**src/rtl/adcs_pkg.sv**
```systemverilog
// Constants and types for the converter sequencer
// Contract
// RL1 - Completion sets the done request bit
// RL2 - Interrupt raised only while enable bit set
// RL3 - Channel field value selects same-numbered input
// RL4 - Software sets pin one analog only
// RL5 - Completion loads result, clears flag, pends
// RL6 - Stay pending until flag written one
// RL7 - Software enables interrupt, then starts
// RL8 - Software reads result only when idle
// RL9 - Software marks chosen channel pins analog
// RL10 - Successive approximation giving eight-bit results
// RL11 - Speed bit selects 62 or 31 cycles
// RL12 - Writing zero stops; flag shows busy
// RL13 - Request bit stays until software clears
`default_nettype none
package adcs_pkg;
    // ************************************************
    // Bus layout
    // ************************************************
    localparam int ADDR_W = 18;
    // Register indices; byte address is four times the index
    localparam logic [15:0] IDX_MODE   = 16'hffbc;
    localparam logic [15:0] IDX_RESULT = 16'hffbd;
    localparam logic [15:0] IDX_GO     = 16'hffbe;
    localparam logic [15:0] IDX_PINFN  = 16'hffef;
    localparam logic [15:0] IDX_INTERRUPT_REQUEST_REG_THREE   = 16'hfff7;
    localparam logic [15:0] IDX_INTERRUPT_ENABLE_REG_THREE  = 16'hfff4;
    localparam logic [1:0]  RESP_OKAY   = 2'h0;
    localparam logic [1:0]  RESP_SLVERR = 2'h2;
    // ************************************************
    // Fields and reset values
    // ************************************************
    localparam int SPEED_BIT = 7;
    localparam int GO_BIT    = 7;
    localparam int REQ_BIT   = 0;
    localparam int IEN_BIT   = 0;
    localparam logic [7:0] MODE_RSVD = 8'h78; // Reserved bits read one
    localparam logic [7:0] GO_RSVD   = 8'h7f;
    localparam logic [7:0] RST_PINFN = 8'h00;
    localparam logic [7:0] RST_RES   = 8'h00;
    // ************************************************
    // Conversion timing in core clock cycles
    // ************************************************
    localparam logic [5:0] CYC_SLOW  = 6'h3e; // 62
    localparam logic [5:0] CYC_FAST  = 6'h1f; // 31
    // Sample phase is two short: start and completion handover each take one flag cycle
    localparam logic [5:0] SMP_SLOW  = 6'h0c; // 12 sample cycles
    localparam logic [5:0] SMP_FAST  = 6'h05;
    localparam logic [5:0] STEP_SLOW = 6'h06; // Cycles per bit trial
    localparam logic [5:0] STEP_FAST = 6'h03;
    localparam logic [7:0] CODE_MID  = 8'h80;
    // Register selected by a bus address
    typedef enum logic [2:0] {
        SEL_NONE = 3'b000, SEL_MODE = 3'b001, SEL_RES = 3'b010,
        SEL_GO   = 3'b011, SEL_PIN  = 3'b100, SEL_IRR = 3'b101,
        SEL_IEN  = 3'b110
    } adcs_sel_t;
    // Approximation engine states
    typedef enum logic [1:0] {
        SAR_IDLE = 2'b00, SAR_SAMPLE = 2'b01, SAR_TRIAL = 2'b10
    } adcs_sar_state_t;
endpackage
`default_nettype wire

```
**src/rtl/adcs_sar_if.sv**
```systemverilog
// Link between register side and approximation engine
`timescale 1ns/1ps
`default_nettype none
interface adcs_sar_if;
    logic       start;  // One-cycle start pulse
    logic       abort;  // One-cycle stop pulse
    logic       fast;   // Speed select level
    logic       comp;   // Raw comparator level from the pin
    logic       done;   // One-cycle completion pulse
    logic [7:0] result; // Final code, valid with done
    logic [7:0] code;   // Trial code driving the DAC
    modport ctrl (output start, abort, fast, comp, input done, result, code);
    modport core (input start, abort, fast, comp, output done, result, code);
endinterface
`default_nettype wire

```
**src/rtl/adcs_sar_core.sv**
```systemverilog
// Successive-approximation engine with timed bit trials
`timescale 1ns/1ps
`default_nettype none
module adcs_sar_core (
    // Clock and reset
    input  wire logic core_clk,
    input  wire logic rst,
    // Register side
    adcs_sar_if.core  bus
);
    // Engine state
    typedef struct packed {
        adcs_pkg::adcs_sar_state_t state;
        logic [5:0] ph;     // Cycle within current phase
        logic [5:0] lat;    // Go flag cycles so far, handover included
        logic [2:0] bitidx; // Bit under trial
        logic [7:0] code;   // Trial code
        logic       fast;   // Speed latched at start
        logic       done;
        logic [7:0] result;
        logic       cmp_s1; // Synchroniser stage one
        logic       cmp_s2; // Synchroniser stage two
    } adcs_sar_st_t;

    adcs_sar_st_t st;      // Registered state
    adcs_sar_st_t next_st; // Next state

    // Phase lengths by speed
    function automatic logic [5:0] smp_len(input logic f);
        return f ? adcs_pkg::SMP_FAST : adcs_pkg::SMP_SLOW;
    endfunction
    function automatic logic [5:0] step_len(input logic f);
        return f ? adcs_pkg::STEP_FAST : adcs_pkg::STEP_SLOW;
    endfunction
    function automatic logic [5:0] period(input logic f);
        return f ? adcs_pkg::CYC_FAST : adcs_pkg::CYC_SLOW;
    endfunction

    // ************************************************
    // Next-state logic
    // ************************************************
    // Trial slots of six (slow) or three (fast) cycles let the two-flop comparator path settle
    always_comb begin
        next_st        = st;
        next_st.done   = 1'b0;
        next_st.cmp_s1 = bus.comp;
        next_st.cmp_s2 = st.cmp_s1;
        if (rst) begin
            next_st = '0;
        end else if (bus.abort) begin
            next_st.state = adcs_pkg::SAR_IDLE; // Stop mid-conversion RL12
        end else begin
            case (st.state)
                adcs_pkg::SAR_IDLE: begin
                    if (bus.start) begin
                        next_st.state  = adcs_pkg::SAR_SAMPLE;
                        next_st.ph     = 6'h00;
                        // Flag stood one cycle for the start pulse; completion adds one more
                        next_st.lat    = 6'h02; // RL11
                        next_st.fast   = bus.fast; // RL11
                        next_st.code   = adcs_pkg::CODE_MID; // RL10
                        next_st.bitidx = 3'h7;
                    end
                end
                adcs_pkg::SAR_SAMPLE: begin
                    next_st.lat = st.lat + 6'h01;
                    next_st.ph  = st.ph + 6'h01;
                    if (st.ph == smp_len(st.fast) - 6'h01) begin
                        next_st.state = adcs_pkg::SAR_TRIAL;
                        next_st.ph    = 6'h00;
                    end
                end
                adcs_pkg::SAR_TRIAL: begin
                    next_st.lat = st.lat + 6'h01;
                    next_st.ph  = st.ph + 6'h01;
                    if (st.ph == step_len(st.fast) - 6'h01) begin
                        next_st.ph = 6'h00;
                        // Input below trial code drops the bit RL10
                        if (!st.cmp_s2) begin
                            next_st.code[st.bitidx] = 1'b0;
                        end
                        if (st.bitidx == 3'h0) begin
                            next_st.state  = adcs_pkg::SAR_IDLE;
                            next_st.done   = 1'b1;
                            next_st.result = next_st.code;
                        end else begin
                            next_st.code[st.bitidx - 3'h1] = 1'b1;
                            next_st.bitidx = st.bitidx - 3'h1;
                        end
                    end
                end
                default: begin
                    next_st.state = adcs_pkg::SAR_IDLE;
                end
            endcase
        end
    end

    // State register
    always_ff @(posedge core_clk) begin
        st <= next_st;
    end

    assign bus.done   = st.done;
    assign bus.result = st.result;
    assign bus.code   = st.code;
endmodule
`default_nettype wire

```
**src/rtl/adcs_conversion_sequencer.sv**
```systemverilog
// Register file, bus slave and interrupt for the converter
//
// The address map and the AXI4-Lite interface to the registers were chosen for this implementation.
`timescale 1ns/1ps
`default_nettype none
module adcs_conversion_sequencer (
    // Clock and reset
    input  wire logic                       core_clk,
    input  wire logic                       rst,
    // AXI4-Lite write address and data
    input  wire logic                       s_axi_awvalid,
    output logic                            s_axi_awready,
    input  wire logic [adcs_pkg::ADDR_W-1:0] s_axi_awaddr,
    input  wire logic                       s_axi_wvalid,
    output logic                            s_axi_wready,
    input  wire logic [31:0]                s_axi_wdata,
    input  wire logic [3:0]                 s_axi_wstrb,
    // AXI4-Lite write response
    output logic                            s_axi_bvalid,
    input  wire logic                       s_axi_bready,
    output logic [1:0]                      s_axi_bresp,
    // AXI4-Lite read
    input  wire logic                       s_axi_arvalid,
    output logic                            s_axi_arready,
    input  wire logic [adcs_pkg::ADDR_W-1:0] s_axi_araddr,
    output logic                            s_axi_rvalid,
    input  wire logic                       s_axi_rready,
    output logic [31:0]                     s_axi_rdata,
    output logic [1:0]                      s_axi_rresp,
    // Analog front end
    input  wire logic                       comp_above,
    output logic [2:0]                      analog_channel_sel,
    output logic [7:0]                      analog_pin_enable,
    output logic [7:0]                      dac_code,
    // Interrupt
    output logic                            irq
);
    // All register-side state
    typedef struct packed {
        logic       speed;      // speed_select_bit
        logic [2:0] chan;       // channel_select_field
        logic       go;         // conversion_go_flag
        logic [7:0] pinfn;      // pin_function_reg
        logic [7:0] result;     // conversion_result_reg
        logic       req;        // convert_done_request
        logic       ien;        // convert_done_irq_enable
        logic       start;      // Start pulse to engine
        logic       abort;      // Stop pulse to engine
        logic       irq;
        logic       aw_held;
        logic [adcs_pkg::ADDR_W-1:0] awaddr;
        logic       w_held;
        logic [7:0] wdata;
        logic       wstrb0;
        logic       bvalid;
        logic [1:0] bresp;
        logic       rvalid;
        logic [7:0] rdata;
        logic [1:0] rresp;
    } adcs_top_st_t;

    adcs_top_st_t st;      // Registered state
    adcs_top_st_t next_st; // Next state
    adcs_sar_if   sar ();  // Engine link

    // Address decode, shared by read and write paths
    function automatic adcs_pkg::adcs_sel_t dec(
        input logic [adcs_pkg::ADDR_W-1:0] a);
        if (a[1:0] != 2'h0) begin
            return adcs_pkg::SEL_NONE;
        end
        case (a[adcs_pkg::ADDR_W-1:2])
            adcs_pkg::IDX_MODE:   return adcs_pkg::SEL_MODE;
            adcs_pkg::IDX_RESULT: return adcs_pkg::SEL_RES;
            adcs_pkg::IDX_GO:     return adcs_pkg::SEL_GO;
            adcs_pkg::IDX_PINFN:  return adcs_pkg::SEL_PIN;
            adcs_pkg::IDX_INTERRUPT_REQUEST_REG_THREE:   return adcs_pkg::SEL_IRR;
            adcs_pkg::IDX_INTERRUPT_ENABLE_REG_THREE:  return adcs_pkg::SEL_IEN;
            default:              return adcs_pkg::SEL_NONE;
        endcase
    endfunction

    // ************************************************
    // Write decode
    // ************************************************
    adcs_pkg::adcs_sel_t wsel;    // Register under write
    adcs_pkg::adcs_sel_t rsel;    // Register under read
    logic                wr_fire; // Write performed this cycle
    logic                wen;     // Write with low lane enabled
    logic                go_one;  // Write of one to go flag
    logic                go_zero; // Write of zero to go flag
    logic                done_ok; // Completion while flag set

    always_comb begin
        wsel    = dec(st.awaddr);
        rsel    = dec(s_axi_araddr);
        wr_fire = st.aw_held && st.w_held && !st.bvalid;
        wen     = wr_fire && st.wstrb0;
        go_one  = wen && wsel == adcs_pkg::SEL_GO && st.wdata[adcs_pkg::GO_BIT];
        go_zero = wen && wsel == adcs_pkg::SEL_GO && !st.wdata[adcs_pkg::GO_BIT];
        // Late completion after a stop write is dropped
        done_ok = sar.done && st.go;
    end

    // ************************************************
    // Next-state logic
    // ************************************************
    always_comb begin
        next_st       = st;
        next_st.start = 1'b0;
        next_st.abort = 1'b0;
        if (rst) begin
            next_st        = '0;
            next_st.pinfn  = adcs_pkg::RST_PINFN;
            next_st.result = adcs_pkg::RST_RES;
        end else begin
            // Capture address and data independently
            if (s_axi_awvalid && s_axi_awready) begin
                next_st.aw_held = 1'b1;
                next_st.awaddr  = s_axi_awaddr;
            end
            if (s_axi_wvalid && s_axi_wready) begin
                next_st.w_held = 1'b1;
                next_st.wdata  = s_axi_wdata[7:0];
                next_st.wstrb0 = s_axi_wstrb[0];
            end
            // Perform the write and answer
            if (wr_fire) begin
                next_st.aw_held = 1'b0;
                next_st.w_held  = 1'b0;
                next_st.bvalid  = 1'b1;
                next_st.bresp   = (wsel == adcs_pkg::SEL_NONE) ?
                                  adcs_pkg::RESP_SLVERR : adcs_pkg::RESP_OKAY;
            end
            if (st.bvalid && s_axi_bready) begin
                next_st.bvalid = 1'b0;
            end
            if (wen) begin
                case (wsel)
                    adcs_pkg::SEL_MODE: begin
                        next_st.speed = st.wdata[adcs_pkg::SPEED_BIT];
                        next_st.chan  = st.wdata[2:0]; // RL3
                    end
                    adcs_pkg::SEL_PIN: begin
                        next_st.pinfn = st.wdata;
                    end
                    adcs_pkg::SEL_IEN: begin
                        next_st.ien = st.wdata[adcs_pkg::IEN_BIT];
                    end
                    adcs_pkg::SEL_IRR: begin
                        // Write one clears; a same-cycle completion wins below
                        if (st.wdata[adcs_pkg::REQ_BIT]) begin
                            next_st.req = 1'b0;
                        end
                    end
                    default: begin
                    end
                endcase
            end
            // Flag control: stop, or fresh start from pending RL6
            if (go_zero) begin
                next_st.go    = 1'b0; // RL12
                next_st.abort = 1'b1;
            end else if (go_one && !st.go) begin
                next_st.go    = 1'b1; // RL6
                next_st.start = 1'b1;
            end
            // Completion: load, clear flag, request in one step
            if (done_ok) begin
                next_st.result = sar.result; // RL5
                next_st.go     = 1'b0;       // RL5
                next_st.req    = 1'b1;       // RL1 RL13
            end
            next_st.irq = st.req && st.ien; // RL2
            // Read channel; one read at a time
            if (s_axi_arvalid && s_axi_arready) begin
                next_st.rvalid = 1'b1;
                next_st.rresp  = adcs_pkg::RESP_OKAY;
                case (rsel)
                    adcs_pkg::SEL_MODE: next_st.rdata = adcs_pkg::MODE_RSVD |
                        {st.speed, 4'h0, st.chan};
                    adcs_pkg::SEL_RES:  next_st.rdata = st.result;
                    adcs_pkg::SEL_GO:   next_st.rdata = adcs_pkg::GO_RSVD |
                        {st.go, 7'h00}; // RL12
                    adcs_pkg::SEL_PIN:  next_st.rdata = 8'h00; // Write-only
                    adcs_pkg::SEL_IRR:  next_st.rdata = {7'h00, st.req};
                    adcs_pkg::SEL_IEN:  next_st.rdata = {7'h00, st.ien};
                    default: begin
                        next_st.rdata = 8'h00;
                        next_st.rresp = adcs_pkg::RESP_SLVERR;
                    end
                endcase
            end else if (st.rvalid && s_axi_rready) begin
                next_st.rvalid = 1'b0;
            end
        end
    end

    // State register
    always_ff @(posedge core_clk) begin
        st <= next_st;
    end

    // ************************************************
    // Engine and outputs
    // ************************************************
    assign sar.start = st.start;
    assign sar.abort = st.abort;
    assign sar.fast  = st.speed; // RL11
    assign sar.comp  = comp_above;

    adcs_sar_core u_core (
        .core_clk (core_clk),
        .rst      (rst),
        .bus      (sar.core)
    );

    // Handshake readies are combinational
    assign s_axi_awready      = !st.aw_held && !st.bvalid;
    assign s_axi_wready       = !st.w_held && !st.bvalid;
    assign s_axi_bvalid       = st.bvalid;
    assign s_axi_bresp        = st.bresp;
    assign s_axi_arready      = !st.rvalid;
    assign s_axi_rvalid       = st.rvalid;
    assign s_axi_rdata        = {24'h000000, st.rdata};
    assign s_axi_rresp        = st.rresp;
    assign analog_channel_sel = st.chan; // RL3
    assign analog_pin_enable  = st.pinfn;
    assign dac_code           = sar.code;
    assign irq                = st.irq;
endmodule
`default_nettype wire

```
**config.mk**
```make
export PLATFORM = sky130hd
export DESIGN_NAME = adcs_conversion_sequencer
export DESIGN_NICKNAME = d
export VERILOG_FILES = /design/src/rtl/adcs_pkg.sv /design/src/rtl/adcs_sar_if.sv /design/src/rtl/adcs_sar_core.sv /design/src/rtl/adcs_conversion_sequencer.sv
export SDC_FILE = /design/constraint.sdc
export NUM_CORES = 1
export LEC_CHECK = 0
export BUFFER_PORTS_ARGS = -buffer_cell sky130_fd_sc_hd__buf_4
export CAP_MARGIN = 5
export CORE_ASPECT_RATIO = 2
export CORE_MARGIN = 5
export CORE_UTILIZATION = 52
export CTS_CLUSTER_SIZE = 30
export DETAILED_ROUTE_END_ITERATION = 10
export PLACE_DENSITY = 0.91
export RECOVER_POWER = 50
export SLEW_MARGIN = 10
export SYNTH_ARGS = -nofsm -noshare
export SYNTH_HDL_FRONTEND = slang
export SYNTH_HIERARCHICAL = 1
export SYNTH_SLANG_ARGS = --single-unit
```
**constraint.sdc**
```tcl
create_clock -name core_clk -period 2 [get_ports core_clk]
set_input_delay 0.3 -clock core_clk [delete_from_list [all_inputs] [get_ports core_clk]]
set_output_delay 0.3 -clock core_clk [all_outputs]
set_load 0.05 [all_outputs]
```
Word level (Yosys, flattened, before mapping)
Index checks and enable logic that the tools add are counted.
{ "classes": {"addsub": 5, "order_cmp": 4, "eq_ne": 32, "mux": 41, "bitwise_logic": 6, "n_reduce_logical": 52} }
{ "op_table": {"columns": ["cell", "n"], "rows": [
  ["$eq A16 B16 Y1 const B", 12],
  ["$mux W8", 7],
  ["$pmux W8 S5", 1],
  ["$pmux W12 S3", 1],
  ["$pmux W3 S6", 2],
  ["$mux W26", 1],
  ["$mux W11", 2],
  ["$pmux W11 S2", 1],
  ["$eq A3 B3 Y1 const B", 6],
  ["$logic_and A1 B1 Y1", 18],
  ["$mux W3", 5],
  ["$reduce_bool A2 Y1", 7],
  ["$add A6 B1 Y6 const B", 2],
  ["$eq A6 B6 Y1", 2],
  ["$mux W1", 12],
  ["$reduce_and A4 Y1", 3],
  ["$sub A6 B1 Y6 const B", 2],
  ["$eq A3 B2 Y1 const B", 3],
  ["$mux W9", 1],
  ["$reduce_and A3 Y1", 3],
  ["$and A8 B8 Y8", 1],
  ["$lt A3 B4 Y1 const B", 2],
  ["$mux W2", 4],
  ["$not A8 Y8", 1],
  ["22 further kinds", 41]
]} }
{ "word_totals": {"regBits": 106, "wordCells": 170} }

Longest topological paths before layout
{ "depth": {"ltp_word": 15, "depth_mapped": 9, "depth_no_buf": 7} }

Modules after synthesis
Netlist, hierarchy kept.
{ "by_module_without_submodules": {"columns": ["mod", "n_inst", "cells_per_inst", "area_each_um2"], "rows": [
  ["adcs_conversion_sequencer", 1, 426, 3372.0],
  ["adcs_sar_core", 1, 224, 1853.0]
]} }

Worst setup path before layout
No wires, ideal clock.
{ "synth_path": {"path_kind": "register to register", "startpoint": "reg st (netlist bit s_axi_bvalid)", "endpoint": "reg st[32] in the netlist's numbering", "setup_ps": 70, "arrival_ps": 2222, "slack_ps": -292, "stages_incl_launch_ff": 7, "n_path_buf": 2, "period_less_slack_ps": 2292, "path_cell_list": "dfxtp_1 nor2_1 and2_1 clkbuf_1 clkbuf_1 nand2_1 a21oi_1"} }
{ "synth_between": {"elab_chain_len": 3} }
{ "synth_rtl": {"columns": ["item", "line_no", "source"], "rows": [
  ["from (decl)", "adcs_conversion_sequencer.sv:62", "adcs_top_st_t st;"],
  ["from (signal assigned)", "adcs_conversion_sequencer.sv:201", "st <= next_st;"],
  ["$logic_not A1 Y1", "adcs_conversion_sequencer.sv:219", "assign s_axi_awready = !st.aw_held && !st.bvalid;"],
  ["$logic_and A1 B1 Y1", "adcs_conversion_sequencer.sv:219", null],
  ["net s_axi_awready", "adcs_conversion_sequencer.sv:12", "output logic s_axi_awready,"],
  ["$logic_and A1 B1 Y1", "adcs_conversion_sequencer.sv:118", "if (s_axi_awvalid && s_axi_awready) begin"]
]} }
The timed path passes the listed nets, and every way through them passes these cells.
A chain may end at the register's enable or synchronous reset.

Worst setup path in the final report
{ "layout_path": {"startpoint": "reg u_core/st[20] in the netlist's numbering", "endpoint": "reg u_core/st[35] in the netlist's numbering"} }
{ "layout_between": {"elab_chain_len": 3} }
{ "layout_rtl": {"columns": ["item", "line_no", "source"], "rows": [
  ["from (decl)", "adcs_sar_core.sv:25", "adcs_sar_st_t st;"],
  ["from (signal assigned)", "adcs_sar_core.sv:101", "st <= next_st;"],
  ["$logic_not A3 Y1", "adcs_sar_core.sv:82", "if (st.bitidx == 3'h0) begin"],
  ["$ne A2 B1 Y1 (no source line)", null, null],
  ["$reduce_and A4 Y1 (no source line)", null, null]
]} }
No other way between the ends.

==> summary.txt <==
STA
  – Slew Viols, Final: 0
  – Worst hold slack: 0.1383 ns
  – Slew Limit Headroom: 46.13%
  – Setup ws final: 0.1101 ns
  – Final Setup Violations: 0
  – Highest Clock Rate: 529.1 MHz
  – Slew at the pin with the worst max-slew slack: 0.8076 ns
  – Minimum clock period: 1.890 ns
  – Final count of hold timing violations: 0
  – Worst Clk Skew: 0.009910 ns
  – Tcrit/Tclk final: 94.50%

Final layout
  – Synthesis-to-finish area growth: 14.34%
  – Fraction of layout cells with a size suffix above 1: 17.39%
  – Non-Filler Instances: 845
  – # diodes: 0
  – Final net count: 795
  – Design Area, Final: 0.005974 sq mm

Critical path
  – Required @ worst endpoint: 2.27 ns
  – Critical setup path kind: reg2reg
  – Worst R2R End: u_core/st[35]$_SDFFE_PP0P_
  – Worst R2R Path Depth: 8
  – Worst R2R Setup Slack: 0.11 ns
  – CP startpoint: u_core/st[20]$_SDFFE_PP0P_
  – CP endpoint: u_core/st[35]$_SDFFE_PP0P_
  – CP max FO: 4
  – Worst Path Arrival: 2.16 ns
  – Worst Setup End Kind: register
  – Worst reg2reg path startpoint: u_core/st[20]$_SDFFE_PP0P_
  – CP startpoint kind: register

Power and ir drop
  – NetSw: 1.163 mW
  – Flop pwr share: 45.9%
  – Tot Pwr: 4.431 mW
  – Lkg Pwr: 2.345 nW
  – Max IR drop VDD: 0.0006872 V
  – Comb pwr share: 11.1%
  – Switching Fraction: 26.24%
  – Cell-internal power: 3.268 mW
  – Power density over the cells: 741.6 mW/mm^2
  – Clock power share: 43.0%

Placement
  – Dpl ws: 0.009194 ns
  – PortBufs: 87
  – Dpl cells: 829
  – Post-Place Cell Area: 0.005764 sq mm
  – Final HPWL DP: 9520 microns
  – RD Place Congestion: 0.9648

Status
  – Status: finished, final reports clean

Route
  – Wirelength, routed: 12810 microns
  – WL/cell: 15.15 microns
  – Final ANT Viol Nets: 0
  – DRT iter0 DRCs: 233
  – Via count: 4718
  – DR pass1 iterations: 5
  – Via density: 5.583
  – # DRC: 0

GRT
  – GRT Overall Usage: 20.81%
  – Gr ovfl total: 0
  – Vias in the first global route: 4622
  – First-pass GRT wire length: 20270 microns
  – Largest net degree at the start of global routing: 58
  – Initial antenna violation count: 0

Logic synthesis
  – EDFF count, synth: 0
  – Share of the synthesized area in the top cell type: 37.55%
  – Async S/R FF share, synth: 0%
  – Post-Synthesis Cells: 650
  – Mapped Area: 0.005225 sq mm
  – Synth area leaders: dfxtp_1 (38%), buf_4 (9.1%), nand2_1 (7.8%)
  – Synth warn: 6
  – Number of synthesized register bits: 98
  – Syn Area/Cell: 8.038 sq um
  – Register area share after synthesis: 37.55%
  – Top_reg_cell synth: dfxtp_1
  – Cell taking the most area after synthesis: dfxtp_1
  – Cell variety after synth: 69

Clocking
  – Worst-path clk slew: 0.07 ns
  – Post-CTS Hold Buffers: 0
  – Clock root buffer: clkbuf_16
  – Post-CTS Setup Inserts: 0
  – CTS tree: yes
  – H-tree depth: 3
  – Skew-Pair Late Insertion Delay: 0.35 ns
  – Clk buf depth: 2
  – Clock tree sinks: 98
  – Inserted Clock Buffers: 9

Die
  – Die ar.: 0.01227 sq mm
  – Io pins: 141
  – Row count: 51
  – Starting density of the core: 53.52%
  – Die span in y: 151.8 microns
  – Core box area: 0.009763 sq mm
  – Chip Width: 80.88 microns

Hold path
  – Hold Path Class: in2reg

Job
  – Max-Cap Viols: 0
==> worst max-delay path, stage by stage, from the launching register on <==
cell and delay (ns):
dfxtp_1 0.32, inv_1 0.11, ha_1 0.24, nand2b_1 0.09
buf_4 0.14, nand2_2 0.13, nand2b_1 0.14, or4_1 0.50
a21boi_1 0.15
==> power by group through the flow <==
stage | combinational [mW] | sequential [mW] | clock (mW)
after floorplan | 0.378 | 2.08 | 0
after CTS | 0.500 | 2.03 | 1.93
final | 0.492 | 2.04 | 1.90
after detailed placement | 0.495 | 2.08 | 0
after global routing | 0.531 | 2.04 | 2.02
after global placement | 0.480 | 2.07 | 0
==> area by class of cell <==
cell class / count / area (sq um)
Fill cell: 807 / 3789
Multi-Input combinational cell: 472 / 2734
Sequential cell: 98 / 1963
Timing Repair Buffer: 113 / 726.9
Clock buffer: 9 / 225.2
Tap cell: 132 / 165.2
Clock inverter: 7 / 107.6
Inverter: 14 / 52.55
==> worst min path at each step <==
stage,start,slack [ns],endpoint,cells past startpoint
3_3_place_gp,u_core/st[1]$_SDFF_PP0_,0.43,u_core/st[0]$_SDFF_PP0_,1
6_report,s_axi_rready,0.14,s_axi_rvalid$_SDFFE_PP0P_,2
3_5_place_dp,u_core/st[1]$_SDFF_PP0_,0.44,u_core/st[0]$_SDFF_PP0_,1
2_1_floorplan,s_axi_rready,0.40,s_axi_rvalid$_SDFFE_PP0P_,1
4_1_cts,s_axi_rready,0.13,s_axi_rvalid$_SDFFE_PP0P_,2
5_1_grt,s_axi_rready,0.14,s_axi_rvalid$_SDFFE_PP0P_,2
==> kinds of logic after synthesis <==
logic type	Yosys count	share of synthesized area, %
xor gates and xnor gates	4	0.6706
AOI/OAI and AO/OA	131	16.86
muxes	23	4.406
adders and majority gates	7	1.676
DFF	98	37.55
buffers and inverters	105	12.26
other	1	0.07177
and+or+nand+nor	281	26.51
==> per-stage QoR <==
step | setup TNS (ns) | utilization (%)
after floorplan | -0.2509 | -
after global placement | 0 | 59.04
after detailed placement | 0 | 59.04
after CTS | 0 | 62.48
after global routing | -0.001864 | 61.19
final | 0 | 61.19
==> repair_timing <==
item / CTS / global route
pin swaps: 0 / 0
endpoints found under the setup margin: 1 / 6
resized for setup: 1 / 3
gates cloned: 0 / 0
==> layout by cell type (no fill, tap or decap), drive strengths merged, types with 15 or more instances in the layout <==
master	Yosys	layout
nand2	109	109
dfxtp	98	98
buf	74	77
nor2	69	69
a21oi	62	62
clkbuf	17	45
conb	1	26
mux2i	23	23
inv	14	17
nand3	16	16
nor3	15	15
==> flip-flops by register name (all words and copies together), names as in the netlist <==
register and flops:
st 40, u_core/bus.done 1, s_axi_rresp 1, s_axi_bresp 1
irq 1, u_core/bus.code 8, sar.start 1, s_axi_rdata 8
analog_pin_enable 8, s_axi_bvalid 1, analog_channel_sel 3, s_axi_rvalid 1
u_core/bus.result 8, sar.fast 1, sar.abort 1, u_core/st 14
==> metal layers <==
layer | global-route usage [%] | up-vias | wire length [microns]
met1 | 20.25 | 2175 | 4331
met4 | 13.03 | 0 | 601
met3 | 4.142 | 54 | 821
li1 | - | 2278 | -
met2 | 38.71 | 211 | 7051
met5 | 0 | - | 0
==> synthesized netlist by cell type, types with 4 or more instances <==
cell / count
o22ai_1: 4
clkbuf_1: 17
and3_1: 4
o31ai_1: 4
and2_1: 4
buf_2: 8
nor2b_1: 9
nand3_1: 16
o211ai_1: 5
ha_1: 7
nor3_1: 14
nand4_1: 4
a22oi_1: 4
or3_1: 4
nor3b_1: 4
inv_1: 14
nand2b_1: 12
a21o_2: 4
buf_4: 63
nor2_1: 69
nand2_1: 109
dfxtp_1: 98
o21ai_0: 11
a31oi_1: 5
mux2i_1: 23
a211oi_1: 7
a21oi_1: 61
Note: power is estimated with default switching activity, not from simulation.
